**src/include/spr_group_pkg.sv**
```systemverilog
// Constants for the channel, bank guard, timer and pipeline address register group
package spr_group_pkg;
  localparam int unsigned ADDR_W = 4;
  localparam logic [3:0] OFF_CHANNEL_CONTROL = 4'h6;
  localparam logic [3:0] OFF_BANK_GUARD = 4'h7;
  localparam logic [3:0] OFF_TIMER_COUNT = 4'h8;
  localparam logic [3:0] OFF_TIMER_RELOAD = 4'h9;
  localparam logic [3:0] OFF_DECODE_ADDR = 4'ha;
  localparam logic [3:0] OFF_EXECUTE_ADDR = 4'hb;
  localparam logic [3:0] OFF_CORE_STATUS = 4'hc;
  // Channel control field positions
  localparam int unsigned CC_INSN_LSB = 24;
  localparam int unsigned CC_COUNT_LSB = 16;
  localparam int unsigned CC_DIR_BIT = 15;
  localparam int unsigned CC_MULTI_BIT = 14;
  localparam int unsigned CC_SET_BIT = 13;
  localparam int unsigned CC_LOCK_BIT = 12;
  localparam int unsigned CC_FAULT_BIT = 10;
  localparam int unsigned CC_REG_LSB = 2;
  localparam int unsigned CC_UNUSED_BIT = 1;
  localparam int unsigned CC_VALID_BIT = 0;
  // Timer reload field positions
  localparam int unsigned TR_OVERRUN_BIT = 26;
  localparam int unsigned TR_EXPIRED_BIT = 25;
  localparam int unsigned TR_ALLOW_BIT = 24;
  localparam int unsigned TIMER_W = 24;
  // Bank layout
  localparam int unsigned NUM_BANKS = 16;
  localparam int unsigned BANK_SIZE = 16;
  localparam int unsigned BANK0_SIZE = 12;
  // Core status register (own register) bit positions
  localparam int unsigned CS_FREEZE_BIT = 0;
  localparam int unsigned CS_TRAP_DIS_BIT = 1;
  localparam int unsigned CS_SUPER_BIT = 2;
  localparam int unsigned CS_MONITOR_BIT = 3;
  localparam int unsigned CS_CPU_LOCK_BIT = 4;
  localparam logic [31:0] RESET_WORD = 32'h0000_0000;
  localparam logic [TIMER_W-1:0] TIMER_RESET = 24'h00_0000;
  typedef enum logic [1:0] {
    CH_IDLE = 2'b00,
    CH_MULTI = 2'b01,
    CH_FAULT = 2'b10
  } chan_state_e;
endpackage : spr_group_pkg

```
**src/hw/spr_group.sv**
```systemverilog
// Channel control, bank guard, timer and pipeline address register group
//
// Overview of operation
// - Channel control rewritten on every load/store transfer unless freeze is set.
// - Bits 31-24 copy instruction bits 23-16 of the starting load/store.
// - Bits 23-16 give remaining transfers minus one for interrupted multiples.
// - Bit 15 is one for loads, zero for stores.
// - Bit 14 set only for a partially finished multiple transfer.
// - Bit 13 set for load-and-set transactions.
// - Bit 12 set only for lock instructions, never from the CPU lock bit.
// - Bit 10 set only by data errors; raises data or coprocessor trap; software clears.
// - Bits 9-2 hold absolute operand register number after stack-pointer offset.
// - Bit 1 marks an incomplete load whose result is overwritten later.
// - Bit 0 says the channel record is valid.
// - Registers form 16 banks of 16, bank 0 holding only 12.
// - Guard bit one makes User access to that bank trap.
// - Supervisor and Monitor accesses skip the bank check.
// - Bank check uses absolute register numbers.
// - 24-bit count falls each clock, reloads at zero and sets expired.
// - Overrun set if expired is already one at zero.
// - Expired set at every zero; interrupt when expired and allowed.
// - Zero held one cycle, so value N expires N+1 cycles later.
// - Allow bit gates the interrupt; global trap disable suppresses it.
// - Decode address captures each decode entry, holds under freeze; low bits zero.
// - Execute address captures each execute entry, holds under freeze.
//
// The plain strobed port was chosen for this implementation.
`timescale 1ns/1ps
`default_nettype none
module spr_group
  import spr_group_pkg::*;
#(
  parameter int unsigned REG_NUM_W = 8
) (
  input wire logic clk,
  input wire logic nrst,
  // Register port
  input wire logic [ADDR_W-1:0] reg_addr,
  input wire logic [31:0] reg_wdata,
  input wire logic reg_wr,
  input wire logic reg_rd,
  output logic [31:0] reg_rdata,
  // Channel transfer events from the load/store unit
  input wire logic xfer_valid,
  input wire logic [7:0] xfer_insn_bits,
  input wire logic [7:0] xfer_remaining,
  input wire logic xfer_is_load,
  input wire logic xfer_is_multi_partial,
  input wire logic xfer_is_set,
  input wire logic xfer_is_lock,
  input wire logic [REG_NUM_W-1:0] xfer_reg_num,
  input wire logic xfer_coproc_select,
  input wire logic data_error_input,
  input wire logic load_overwritten,
  input wire logic record_invalidate,
  // Register file access check
  input wire logic gpr_access,
  input wire logic [REG_NUM_W-1:0] gpr_abs_num,
  // Pipeline addresses
  input wire logic decode_enter,
  input wire logic [31:0] decode_pc,
  input wire logic execute_enter,
  input wire logic [31:0] execute_pc,
  // Outputs
  output logic data_access_trap,
  output logic coproc_trap,
  output logic protection_trap,
  output logic timer_irq,
  output logic freeze_bit,
  output logic [31:0] restart_decode_addr,
  output logic [31:0] restart_execute_addr
);
  initial begin
    if (REG_NUM_W != 8) $error("spr_group: REG_NUM_W must be 8");
  end

  // Bank index from an absolute register number; bank 0 holds only its top 12 slots
  function automatic logic [3:0] bank_of(input logic [REG_NUM_W-1:0] n);
    bank_of = n[7:4];
  endfunction

  function automatic logic bank_exists(input logic [REG_NUM_W-1:0] n);
    bank_exists = (n[7:4] != 4'h0) || (n[3:0] >= 4'(BANK_SIZE - BANK0_SIZE));
  endfunction

  logic [31:0] chan_r;
  logic [NUM_BANKS-1:0] guard_r;
  logic [29:0] pc_dec_r;
  logic [29:0] pc_exe_r;
  logic [4:0] status_r;
  logic coproc_r;
  chan_state_e chan_state_r;
  logic [TIMER_W-1:0] tcount;
  logic [TIMER_W-1:0] treload;
  logic texpired;
  logic toverrun;
  logic tzero;
  logic wr_chan;
  logic wr_guard;
  logic wr_tcount;
  logic wr_treload;
  logic wr_dec;
  logic wr_exe;
  logic wr_status;
  logic user_mode;
  logic [31:0] rdata_nxt;
  logic fault_set;

  always_comb begin
    wr_chan = 1'b0;
    wr_guard = 1'b0;
    wr_tcount = 1'b0;
    wr_treload = 1'b0;
    wr_dec = 1'b0;
    wr_exe = 1'b0;
    wr_status = 1'b0;
    if (reg_wr && reg_addr == OFF_CHANNEL_CONTROL) begin
      wr_chan = 1'b1;
    end else if (reg_wr && reg_addr == OFF_BANK_GUARD) begin
      wr_guard = 1'b1;
    end else if (reg_wr && reg_addr == OFF_TIMER_COUNT) begin
      wr_tcount = 1'b1;
    end else if (reg_wr && reg_addr == OFF_TIMER_RELOAD) begin
      wr_treload = 1'b1;
    end else if (reg_wr && reg_addr == OFF_DECODE_ADDR) begin
      wr_dec = 1'b1;
    end else if (reg_wr && reg_addr == OFF_EXECUTE_ADDR) begin
      wr_exe = 1'b1;
    end else if (reg_wr && reg_addr == OFF_CORE_STATUS) begin
      wr_status = 1'b1;
    end
  end

  spr_timer #(
    .WIDTH(TIMER_W)
  ) u_timer (
    .clk(clk),
    .nrst(nrst),
    .count_wr(wr_tcount),
    .count_wdata(reg_wdata[TIMER_W-1:0]),
    .reload_wr(wr_treload),
    .reload_wdata(reg_wdata[TIMER_W-1:0]),
    .expired_wdata(reg_wdata[TR_EXPIRED_BIT]),
    .overrun_wdata(reg_wdata[TR_OVERRUN_BIT]),
    .count_r(tcount),
    .reload_r(treload),
    .expired_r(texpired),
    .overrun_r(toverrun),
    .zero_hit(tzero)
  );

  logic allow_r;
  always_ff @(posedge clk or negedge nrst) begin
    if (!nrst) begin
      allow_r <= 1'b0;
    end else if (wr_treload) begin
      allow_r <= reg_wdata[TR_ALLOW_BIT];
    end
  end

  // Status bits that live outside this group in a full core; held here
  always_ff @(posedge clk or negedge nrst) begin
    if (!nrst) begin
      status_r <= 5'b0_0100;
    end else if (wr_status) begin
      status_r <= reg_wdata[4:0];
    end
  end
  assign user_mode = !status_r[CS_SUPER_BIT] && !status_r[CS_MONITOR_BIT];

  assign fault_set = xfer_valid && data_error_input && !status_r[CS_FREEZE_BIT];

  // Channel control: a transfer rewrites the whole record; a data error sets the fault
  always_ff @(posedge clk or negedge nrst) begin
    if (!nrst) begin
      chan_r <= RESET_WORD;
      coproc_r <= 1'b0;
    end else if (xfer_valid && !status_r[CS_FREEZE_BIT]) begin
      chan_r[31:CC_INSN_LSB] <= xfer_insn_bits;
      chan_r[23:CC_COUNT_LSB] <= xfer_is_multi_partial ? xfer_remaining : 8'h00;
      chan_r[CC_DIR_BIT] <= xfer_is_load;
      chan_r[CC_MULTI_BIT] <= xfer_is_multi_partial;
      chan_r[CC_SET_BIT] <= xfer_is_set;
      chan_r[CC_LOCK_BIT] <= xfer_is_lock;
      chan_r[11] <= 1'b0;
      chan_r[CC_FAULT_BIT] <= data_error_input;
      chan_r[9:CC_REG_LSB] <= xfer_reg_num;
      chan_r[CC_UNUSED_BIT] <= xfer_is_load && load_overwritten;
      chan_r[CC_VALID_BIT] <= 1'b1;
      coproc_r <= xfer_coproc_select;
    end else begin
      if (wr_chan) begin
        // Software may clear the fault bit but never set it
        chan_r <= (reg_wdata & 32'hffff_f3ff)
                  | {21'h00_0000, reg_wdata[CC_FAULT_BIT] & chan_r[CC_FAULT_BIT], 10'h000};
      end
      // Hardware updates come last so they win over a software write in the same cycle
      if (load_overwritten && chan_r[CC_DIR_BIT] && chan_r[CC_VALID_BIT]) begin
        chan_r[CC_UNUSED_BIT] <= 1'b1;
      end
      if (record_invalidate) begin
        chan_r[CC_VALID_BIT] <= 1'b0;
      end
    end
  end

  // Tracks whether the channel holds an unfinished multiple or a pending fault
  always_ff @(posedge clk or negedge nrst) begin
    if (!nrst) begin
      chan_state_r <= CH_IDLE;
    end else begin
      case (chan_state_r)
        CH_IDLE: begin
          if (fault_set) chan_state_r <= CH_FAULT;
          else if (xfer_valid && xfer_is_multi_partial && !status_r[CS_FREEZE_BIT]) chan_state_r <= CH_MULTI;
        end
        CH_MULTI: begin
          if (fault_set) chan_state_r <= CH_FAULT;
          else if (xfer_valid && !xfer_is_multi_partial && !status_r[CS_FREEZE_BIT]) chan_state_r <= CH_IDLE;
        end
        CH_FAULT: begin
          if (!chan_r[CC_FAULT_BIT] && !fault_set) chan_state_r <= CH_IDLE;
        end
        default: chan_state_r <= CH_IDLE;
      endcase
    end
  end

  always_ff @(posedge clk or negedge nrst) begin
    if (!nrst) begin
      guard_r <= '0;
    end else if (wr_guard) begin
      guard_r <= reg_wdata[NUM_BANKS-1:0];
    end
  end

  // Pipeline address capture, frozen while freeze is set
  always_ff @(posedge clk or negedge nrst) begin
    if (!nrst) begin
      pc_dec_r <= '0;
    end else if (decode_enter && !status_r[CS_FREEZE_BIT]) begin
      pc_dec_r <= decode_pc[31:2];
    end else if (wr_dec) begin
      pc_dec_r <= reg_wdata[31:2];
    end
  end

  always_ff @(posedge clk or negedge nrst) begin
    if (!nrst) begin
      pc_exe_r <= '0;
    end else if (execute_enter && !status_r[CS_FREEZE_BIT]) begin
      pc_exe_r <= execute_pc[31:2];
    end else if (wr_exe) begin
      pc_exe_r <= reg_wdata[31:2];
    end
  end

  // Trap and interrupt outputs, registered
  always_ff @(posedge clk or negedge nrst) begin
    if (!nrst) begin
      data_access_trap <= 1'b0;
      coproc_trap <= 1'b0;
      protection_trap <= 1'b0;
      timer_irq <= 1'b0;
      freeze_bit <= 1'b0;
      restart_decode_addr <= RESET_WORD;
      restart_execute_addr <= RESET_WORD;
    end else begin
      data_access_trap <= chan_r[CC_FAULT_BIT] && !coproc_r;
      coproc_trap <= chan_r[CC_FAULT_BIT] && coproc_r;
      // Absolute numbers come in already offset by the stack pointer
      protection_trap <= gpr_access && user_mode && bank_exists(gpr_abs_num)
                         && guard_r[bank_of(gpr_abs_num)];
      timer_irq <= texpired && allow_r && !status_r[CS_TRAP_DIS_BIT];
      freeze_bit <= status_r[CS_FREEZE_BIT];
      restart_decode_addr <= {pc_dec_r, 2'b00};
      restart_execute_addr <= {pc_exe_r, 2'b00};
    end
  end

  always_comb begin
    rdata_nxt = 32'h0000_0000;
    if (reg_addr == OFF_CHANNEL_CONTROL) begin
      rdata_nxt = chan_r;
    end else if (reg_addr == OFF_BANK_GUARD) begin
      rdata_nxt = {16'h0000, guard_r};
    end else if (reg_addr == OFF_TIMER_COUNT) begin
      rdata_nxt = {8'h00, tcount};
    end else if (reg_addr == OFF_TIMER_RELOAD) begin
      rdata_nxt = {5'b0_0000, toverrun, texpired, allow_r, treload};
    end else if (reg_addr == OFF_DECODE_ADDR) begin
      rdata_nxt = {pc_dec_r, 2'b00};
    end else if (reg_addr == OFF_EXECUTE_ADDR) begin
      rdata_nxt = {pc_exe_r, 2'b00};
    end else if (reg_addr == OFF_CORE_STATUS) begin
      rdata_nxt = {27'h000_0000, status_r};
    end
  end

  always_ff @(posedge clk or negedge nrst) begin
    if (!nrst) begin
      reg_rdata <= 32'h0000_0000;
    end else begin
      reg_rdata <= reg_rd ? rdata_nxt : 32'h0000_0000;
    end
  end
endmodule : spr_group
`default_nettype wire

```
**src/hw/spr_timer.sv**
```systemverilog
// Down-counting interval timer with reload, expiry and overrun status
`timescale 1ns/1ps
`default_nettype none
module spr_timer
  import spr_group_pkg::*;
#(
  parameter int unsigned WIDTH = TIMER_W
) (
  input wire logic clk,
  input wire logic nrst,
  input wire logic count_wr,
  input wire logic [WIDTH-1:0] count_wdata,
  input wire logic reload_wr,
  input wire logic [WIDTH-1:0] reload_wdata,
  input wire logic expired_wdata,
  input wire logic overrun_wdata,
  output logic [WIDTH-1:0] count_r,
  output logic [WIDTH-1:0] reload_r,
  output logic expired_r,
  output logic overrun_r,
  output logic zero_hit
);
  initial begin
    if (WIDTH < 2 || WIDTH > 32) $error("spr_timer: WIDTH out of range");
  end

  // Zero is held one whole cycle, then the reload and the expiry happen together
  assign zero_hit = (count_r == '0) && !count_wr;

  always_ff @(posedge clk or negedge nrst) begin
    if (!nrst) begin
      count_r <= '0;
    end else if (count_wr) begin
      count_r <= count_wdata;
    end else if (zero_hit) begin
      count_r <= reload_r;
    end else begin
      count_r <= count_r - 1'b1;
    end
  end

  always_ff @(posedge clk or negedge nrst) begin
    if (!nrst) begin
      reload_r <= '0;
    end else if (reload_wr) begin
      reload_r <= reload_wdata;
    end
  end

  // Hardware set beats a software clear in the same cycle
  always_ff @(posedge clk or negedge nrst) begin
    if (!nrst) begin
      expired_r <= 1'b0;
    end else if (zero_hit) begin
      expired_r <= 1'b1;
    end else if (reload_wr) begin
      expired_r <= expired_wdata;
    end
  end

  always_ff @(posedge clk or negedge nrst) begin
    if (!nrst) begin
      overrun_r <= 1'b0;
    end else if (zero_hit && expired_r) begin
      overrun_r <= 1'b1;
    end else if (reload_wr) begin
      overrun_r <= overrun_wdata;
    end
  end
endmodule : spr_timer
`default_nettype wire

```
**config.mk**
```make
export PLATFORM = sky130hd
export DESIGN_NAME = spr_group
export DESIGN_NICKNAME = d
export VERILOG_FILES = /design/src/include/spr_group_pkg.sv /design/src/hw/spr_group.sv /design/src/hw/spr_timer.sv
export SDC_FILE = /design/constraint.sdc
export NUM_CORES = 1
export LEC_CHECK = 0
export BUFFER_PORTS_ARGS = -buffer_cell sky130_fd_sc_hd__buf_2
export CORE_MARGIN = 2
export CORE_UTILIZATION = 55
export CTS_CLUSTER_SIZE = 40
export DETAILED_ROUTE_END_ITERATION = 6
export PLACE_DENSITY = 0.79
export SYNTH_ARGS = -nofsm -noshare
export SYNTH_HDL_FRONTEND = slang
export SYNTH_SLANG_ARGS = --single-unit
```
**constraint.sdc**
```tcl
create_clock -name clk -period 2.5 [get_ports clk]
set_input_delay 0.125 -clock clk [delete_from_list [all_inputs] [get_ports clk]]
set_output_delay 0.125 -clock clk [all_outputs]
set_load 0.02 [all_outputs]
```
==> results.yml, run 1 <==
global_route:
  track_usage_pct: 33.1
  grt_util_met2_pct: 55.8
  gr-total-overflow: 0
  grt_pass1_wl_mm: 57.6
  grt_pass1_vias: 10628
  grt_use_met3_pct: 5.55
  antenna_found_initial: 0
  grt_max_degree: 91
  grt_busiest_layer: "met2"
  met1_usage_pct: 42.7
min_path:
  min_path_type: "input pin to flop"
route:
  drt-initial-drc-count: 904
  vias_per_cell: 5.94
  routed-via-count: 10311
  wl_mm: 37.4
  ant_nets: 0
  dr.pass1.iters: 6
  drc_errors: 0
  wl_per_cell_um: 21.6
die:
  dieArea_um2: 22500
  initial_core_util_pct: 56.0
  die_x_um: 150
  std_cell_rows: 53
  num_io_pins: 249
  fp.coreArea_um2: 21000
  fp.dieH_um: 150
layout:
  instances_no_fill: 1736
  final_area_um2: 15900
  finalNetCount: 1590
  drive_above_1_share_pct: 27.7
  final_common_cell: "dfrtp_1"
  fill_cells: 1292
  area_delta_synth_final_pct: 35.7
  final_cell_mix: "260 x dfrtp_1, 237 x buf_2, 167 x dlygate4sd3_1, 97 x mux2i_1, 81 x o21ai_0"
sta:
  whs_ps: 37.5
  fmax_ghz: 0.440
  worstMarginPinSlew_ps: 795
  timing.slew.headroom_pct: 46.8
  setup_slack_ps: 226
  period_share_pct: 90.9
  fin_setup_tns_ps: 0
  skew_ps: 13.1
  min_period_ps: 2270
  setup_violations: 0
  finalHoldViolCount: 0
  rsz0062_at_grt: "no"
  drv_slew: 0
cts:
  cts_tree: "yes"
  cts_root_buf: "clkbuf_16"
  numCtsBuffers: 28
  clockBufferDepth: 3
  htree_levels: 1
  insertion_delay_ps: 540
  clk_pin_slew_worst_paths_ps: 60
  clock-sinks: 261
  cts_setup_buffers: 0
status:
  status: "completed"
logic_synthesis:
  ys.flop_type: "dfrtp_1"
  synth-seq-cells: 261
  synthCells: 1048
  synthArstFlopShare_pct: 100
  synth_area_um2: 11700
  synthDistinctLibCells: 61
  syn_area_per_cell_um2: 11.2
  synth_area_leaders: "dfrtp_1 55%, mux2i_1 8.3%, mux2_2 6.3%"
  synth_top_area_share_pct: 55.4
  synth_top_area_cell: "dfrtp_1"
  yosysSeqAreaShare_pct: 55.6
  synth-edff-count: 0
  ys.warnings.count: 0
critical_path:
  crit_required_ps: 2950
  cp.arrival_ps: 2720
  startpoint_type: "flop"
  critical_path_class: "flop to flop"
  end_kind: "flop"
  path_cells: "inv_1, ha_1, or3b_1, or2_1, or2_1, buf_4, and3_1, o21ai_1"
  crit_top_cell: "or2_1"
  crit_path_top_delay_cell: "or3b_1"
  cp_max_fo: 15
  critPathMaxStageDelay_ps: 440
power_and_ir_drop:
  p_leak_nw: 7.31
  vdd_drop_max_v: 0.000600
  power_density_nw_per_um2: 851
placed_design:
  place_congestion: 0.930
  post-dp-hpwl_mm: 22.3
  port_buffers: 238
  pre_cts_ws_ps: 255
  place_area_um2: 13400
  dp_cells: 1518
run:
  maxCapViolations: 0
## routing by layer
| layer | share of wire, % | wire [µm] | up-vias |
|---|---|---|---|
| li1 | - | - | 4546 |
| met1 | 38 | 14400 | 5045 |
| met2 | 50 | 18600 | 597 |
| met3 | 8.2 | 3050 | 123 |
| met4 | 3.7 | 1370 | 0 |
| met5 | 0 | 0 | - |
## logic make-up after synthesis
group | Yosys count | synth area share [%]
multiplexers | 173 | 16.5
XOR/XNOR | 13 | 0.970
adder cells (fa/ha/maj) | 2 | 0.213
other | 1 | 0.0319
AND/OR/NAND/NOR | 275 | 11.2
AO/OA/AOI/OAI | 236 | 12.2
buffers and inverters | 87 | 3.23
flip-flops | 261 | 55.6
## where the power goes
part	internal (mW)	leakage, nW	switching [mW]	total (mW)
clock network	2.41	0.443	1.70	4.11
logic	1.57	3.77	1.85	3.42
registers	5.21	3.10	0.815	6.03
## final timing paths
check                      cells past startpoint               start  slack (ps)                      end
max                                            8  u_timer.count_r[0]         230       u_timer.count_r[9]
min reg2reg                                    0        pc_dec_r[16]         390  restart_decode_addr[18]
min in group asynchronous                      2                nrst         200             pc_exe_r[29]
min                                            4          xfer_valid          40                 coproc_r
max in group asynchronous                      3                nrst        1500     u_timer.reload_r[20]
max reg2reg                                    8  u_timer.count_r[0]         230       u_timer.count_r[9]
## registers in the layout, indices dropped and copies added (netlist names)
register              flops
reg_rdata                32
chan_r                   31
pc_dec_r                 30
pc_exe_r                 30
restart_decode_addr      30
restart_execute_addr     30
u_timer.count_r          24
u_timer.reload_r         24
guard_r                  16
status_r                  5
allow_r                   1
coproc_r                  1
coproc_trap               1
data_access_trap          1
freeze_bit                1
protection_trap           1
timer_irq                 1
u_timer.expired_r         1
u_timer.overrun_r         1
## layout make-up
type	instances	area [µm²]	share of cell area (%)
inverter	6	22.5	0.141
multi-input combinational	703	4890	30.7
clock inverter	11	110	0.691
clock buffer	39	793	4.98
antenna	1	2.50	0.0157
tap	275	344	2.16
sequential	261	6530	41.0
timing repair buffer	440	3240	20.3
## through the flow
stage / power, mW / util (%)
after global routing: 14.1 / 76.0
after CTS: 13.4 / 76.0
after global placement: 8.93 / 63.7
after floorplan: 7.82 / -
after detailed placement: 9.04 / 63.7
final: 13.6 / 76.0
## worst max-delay path: cells and delay by family, from the launching register on
kind / cells / cell delay (ps)
AO/OA/AOI/OAI: 1 / 140
adder cells (fa/ha/maj): 1 / 140
flip-flops: 1 / 410
AND/OR/NAND/NOR: 4 / 1210
buffers and inverters: 2 / 290
## synthesized netlist by cell type, types with 4 or more instances
| library cell | n |
|---|---|
| dfrtp_1 | 260 |
| mux2i_1 | 97 |
| nor2_1 | 81 |
| o21ai_0 | 81 |
| nand2_1 | 80 |
| mux2_2 | 66 |
| a21oi_1 | 65 |
| clkbuf_1 | 53 |
| nor2b_1 | 26 |
| nand3_1 | 24 |
| a22o_1 | 19 |
| o21ai_1 | 19 |
| a222oi_1 | 12 |
| nor3_1 | 12 |
| buf_2 | 11 |
| a22oi_1 | 10 |
| mux4_2 | 10 |
| xnor2_1 | 10 |
| buf_1 | 9 |
| and2_1 | 8 |
| nor4_1 | 7 |
| a31oi_1 | 6 |
| inv_1 | 6 |
| nand2b_1 | 5 |
| nand4_1 | 5 |
| or4_1 | 5 |
| and3_1 | 4 |
| buf_4 | 4 |
## timing repair
action                    in CTS  in global routing
hold buffers                 167                  0
hold endpoints to repair     249                  0
resized for setup              0                  0
(Power assumes the default switching activity.)
==> run 2: changes to the inputs <==
Settings changed: CELL_PAD_IN_SITES_DETAIL_PLACEMENT from default to 1, CELL_PAD_IN_SITES_GLOBAL_PLACEMENT from default to 1, CORE_UTILIZATION 55 to 43.
==> run 2 against run 1 <==
Net effect:
- the flow now finishes with violations (design-rule violations)
- sequential cell count unchanged
- clock skew increased by 6.7 ps
- critical endpoint is now protection_trap
- largest cell class unchanged
- non-clock buffer count grew 14
- count of clock-buffer cells in the layout decreased by 1
- worst hold slack better by 28 ps
==> results.yml, run 2 (synthesis results as in run 1) <==
power_and_ir_drop:
  clockPowerShare_pct: 30.2
  power_mw: 13.8
  vdd_drop_max_v: 0.000510
  seqPwrFrac_pct: 44.1
  power_density_nw_per_um2: 856
  comb_power_share_pct: 25.7
  p_int_mw: 9.20
  p_switching_mw: 4.62
  p_leak_nw: 7.39
  switching_share_pct: 33.4
layout:
  area_delta_synth_final_pct: 37.5
  reg_top3: "reg_rdata: 32 flops, chan_r: 31 flops"
  final_cell_mix: "260 x dfrtp_1, 237 x buf_2, 176 x dlygate4sd3_1, 97 x mux2i_1, 81 x o21ai_0"
  largest_reg_flops: 32
  final_area_um2: 16100
  fin_util_pct: 60.1
  regMostFlops: "reg_rdata"
  fill_cells: 2857
  final_common_cell: "dfrtp_1"
  finalNetCount: 1605
  drive_above_1_share_pct: 28.2
  instances_no_fill: 1818
cts:
  cts_root_buf: "clkbuf_16"
  clockBufferDepth: 3
  numCtsBuffers: 29
  cts_setup_buffers: 0
  clock-sinks: 261
  cts_tree: "yes"
  clk_pin_slew_worst_paths_ps: 60
  htree_levels: 1
  insertion_delay_ps: 550
sta:
  drv_slew: 0
  setup_violations: 0
  timing.slew.headroom_pct: 54.8
  fmax_ghz: 0.418
  skew_ps: 19.8
  whs_ps: 65.2
  finalHoldViolCount: 0
  period_share_pct: 95.7
  setup_slack_ps: 108
  rsz0062_at_grt: "no"
  fin_setup_tns_ps: 0
  min_period_ps: 2390
  worstMarginPinSlew_ps: 677
die:
  std_cell_rows: 60
  fp.dieH_um: 169
  initial_core_util_pct: 43.7
  fp.coreArea_um2: 26900
  die_x_um: 169
  num_io_pins: 249
  dieArea_um2: 28600
status:
  status: "finished, violations left"
  violations: "design-rule violations"
route:
  routed-via-count: 10494
  wl_per_cell_um: 24.0
  vias_per_cell: 5.77
  dr.pass1.iters: 7
  wl_mm: 43.7
  drt-initial-drc-count: 835
  drc_errors: 1
  ant_nets: 0
global_route:
  grt_pass1_wl_mm: 67.5
  gr-total-overflow: 0
  antenna_found_initial: 2
  grt_pass1_vias: 11687
  track_usage_pct: 30.5
  grt_max_degree: 91
placed_design:
  post-dp-hpwl_mm: 26.6
  port_buffers: 238
  place_area_um2: 13400
  pre_cts_ws_ps: 179
  dp_cells: 1589
  place_congestion: 0.855
critical_path:
  cp_max_fo: 3
  cp.arrival_ps: 2810
  critical_path_class: "flop to flop"
  end_kind: "flop"
  crit_required_ps: 2910
  startpoint_type: "flop"
run:
  maxCapViolations: 0
min_path:
  min_path_type: "input pin to async pin"
[run 2: changes by cell type in the layout (fill, tap and decap cells not counted), moves of 2 or more]
| cell | previous run | this run |
|---|---|---|
| dlygate4sd3_1 | 167 | 176 |
| clkbuf_1 | 7 | 3 |
| clkbuf_8 | 3 | 6 |
| buf_4 | 27 | 34 |
| buf_12 | 8 | 6 |
[run 2: per-layer routing]
layer  share of wire (%)  GRT usage [%]
met1                  40           38.0
met2                  50           53.3
met4                 3.8           12.3
met5               0.030              0
met3                 6.1           4.76
[run 2: worst max-delay path, stage by stage, from the launching register on]
cell,delay [ps]
dfrtp_1,440
mux4_2,550
mux4_2,530
o311a_1,150
dlygate4sd3_1,590
[run 2: cell type report]
type,count,area [µm²],area share [%]
Sequential cell,261,6530,40.5
Multi-Input combinational cell,703,4900,30.3
Timing Repair Buffer,454,3340,20.7
Clock buffer,38,820,5.08
Tap cell,341,427,2.64
Clock inverter,13,101,0.628
Inverter,6,22.5,0.140
Antenna cell,2,5.00,0.0310
[run 2: final timing paths]
| path | from | end | slack (ps) | depth (start not counted) |
|---|---|---|---|---|
| setup / recovery | guard_r[13] | protection_trap | 110 | 4 |
| hold / removal | nrst | restart_execute_addr[4] | 70 | 2 |
| setup reg to reg | guard_r[13] | protection_trap | 110 | 4 |
| hold reg to reg | pc_dec_r[3] | restart_decode_addr[5] | 400 | 0 |
| max in group asynchronous | nrst | reg_rdata[22] | 1630 | 3 |
| min in group clk | xfer_valid | chan_r[16] | 90 | 3 |
[run 2: power by group through the flow]
stage	logic [mW]	registers [mW]	clock network, mW
floorplan	1.67	6.16	0
CTS	3.43	6.03	4.19
global placement	2.96	6.03	0
detailed placement	3.08	6.08	0
global route	3.84	6.19	4.40
finish	3.55	6.10	4.17
[run 2: repair_timing]
action                                  CTS  global route
hold buffers                            176             0
resized for setup                         0             1
endpoints found under the setup margin    0            19
hold endpoints to repair                423             0
==> run 3: changes to the inputs <==
Settings changed: RECOVER_POWER from default to 100.
==> run 3 against run 2 <==
Net effect:
- the flow finishes with violations (design-rule violations, max-capacitance violations, max-slew violations)
- worst hold slack gained 20 ps
- cell area shrank 1.3%
- non-clock buffer count is the same
- clock skew grew 2.9 ps
- critical path type unchanged
==> results.yml, run 3 (synthesis results as in run 1) <==
power_and_ir_drop:
  p_leak_nw: 7.04
  p_int_mw: 9.09
  seqPwrFrac_pct: 44.5
  power_density_nw_per_um2: 860
  power_mw: 13.7
  p_switching_mw: 4.62
  comb_power_share_pct: 25.0
  vdd_drop_max_v: 0.000504
  switching_share_pct: 33.7
  clockPowerShare_pct: 30.4
layout:
  reg_top3: "reg_rdata: 32 flops, chan_r: 31 flops"
  fill_cells: 2908
  finalNetCount: 1605
  area_delta_synth_final_pct: 35.8
  final_cell_mix: "260 x dfrtp_1, 176 x dlygate4sd3_1, 138 x buf_2, 108 x clkbuf_1, 97 x mux2i_1"
  regMostFlops: "reg_rdata"
  drive_above_1_share_pct: 20.3
  final_common_cell: "dfrtp_1"
  largest_reg_flops: 32
  final_area_um2: 15900
cts:
  htree_levels: 1
  numCtsBuffers: 29
  insertion_delay_ps: 550
  cts_setup_buffers: 0
  clockBufferDepth: 3
  clock-sinks: 261
  clk_pin_slew_worst_paths_ps: 60
  cts_tree: "yes"
  cts_root_buf: "clkbuf_16"
die:
  dieArea_um2: 28600
  fp.dieH_um: 169
  initial_core_util_pct: 43.7
  fp.coreArea_um2: 26900
  num_io_pins: 249
  die_x_um: 169
  std_cell_rows: 60
critical_path:
  cp_max_fo: 3
  path_cells: "mux4_2, mux4_2, o311a_1, dlygate4sd3_1"
  startpoint_type: "flop"
  crit_path_top_delay_cell: "dlygate4sd3_1"
  critical_path_class: "flop to flop"
  crit_top_cell: "mux4_2"
  crit_family: "multiplexers"
  end_kind: "flop"
  path_buf_inv: 1
  cp.arrival_ps: 2810
  critPathMaxStageDelay_ps: 600
  crit_required_ps: 2910
sta:
  fmax_ghz: 0.417
  drv_slew: 39
  rsz0062_at_grt: "no"
  skew_ps: 22.7
  min_period_ps: 2400
  worstMarginPinSlew_ps: 2160
  finalHoldViolCount: 0
  whs_ps: 85.6
  fin_setup_tns_ps: 0
  setup_violations: 0
  period_share_pct: 96.0
  timing.slew.headroom_pct: -44.1
global_route:
  track_usage_pct: 30.5
  grt_max_degree: 91
  grt_pass1_wl_mm: 67.5
  antenna_found_initial: 1
  grt_pass1_vias: 11687
  gr-total-overflow: 0
route:
  drt-initial-drc-count: 728
  drc_errors: 8
  vias_per_cell: 5.79
  ant_nets: 0
  wl_mm: 43.6
  routed-via-count: 10519
  dr.pass1.iters: 7
  wl_per_cell_um: 24.0
status:
  violations: "design-rule violations, max-capacitance violations, max-slew violations"
  status: "finished, violations left"
placed_design:
  place_congestion: 0.855
  post-dp-hpwl_mm: 26.6
  place_area_um2: 13400
  port_buffers: 238
min_path:
  min_path_type: "input pin to flop"
run:
  maxCapViolations: 1
run 3: power by group through the flow:
stage / Combinational [mW] / Sequential [mW] / Clock (mW)
global placement: 2.96 / 6.03 / 0
CTS: 3.43 / 6.03 / 4.19
floorplan: 1.67 / 6.16 / 0
finish: 3.43 / 6.11 / 4.17
detailed placement: 3.08 / 6.08 / 0
global route: 3.72 / 6.20 / 4.40
run 3: per-stage QoR:
| stage | instances | util [%] | worst slack (ps) |
|---|---|---|---|
| floorplan | 1051 | - | 340 |
| global placement | 1589 | 50.0 | 295 |
| detailed placement | 1589 | 50.0 | 179 |
| CTS | 1816 | 60.0 | 150 |
| global route | 1816 | 59.3 | 10.2 |
| finish | 1817 | 59.3 | 99.9 |
run 3: routing by layer:
layer / GRT usage, % / up-vias / share of wire [%]
met5: 0 / - / 0
met4: 12.3 / 0 / 4.1
met3: 4.76 / 134 / 5.9
met2: 53.3 / 481 / 50
met1: 38.0 / 5338 / 40
li1: - / 4566 / -
run 3: path summary, 6_finish.rpt:
check / endpoint / slack, ps / startpoint / depth (start not counted)
max: protection_trap / 100 / guard_r[13] / 4
max in group asynchronous: restart_execute_addr[15] / 280 / nrst / 3
min reg2reg: restart_decode_addr[7] / 400 / pc_dec_r[5] / 0
max reg2reg: protection_trap / 100 / guard_r[13] / 4
min: chan_r[16] / 90 / xfer_valid / 3
min in group asynchronous: restart_execute_addr[4] / 860 / nrst / 2
run 3: layout make-up:
type,count,area (µm²),share of cell area [%]
multi-input combinational,703,4870,30.5
tap,341,427,2.68
clock buffer,38,820,5.14
antenna,1,2.50,0.0157
timing repair buffer,454,3170,19.9
sequential,261,6530,41.0
clock inverter,13,101,0.636
inverter,6,22.5,0.141
run 3: worst min-delay path, cell delays in order:
cell     delay, ps
buf_2          100
nor2b_4        170
o21ai_0        170
run 3: repair_timing:
item | CTS | global route
setup endpoints to repair | 0 | 19
hold buffers | 176 | 0
endpoints found under the hold margin | 423 | 0
resized for setup | 0 | 1
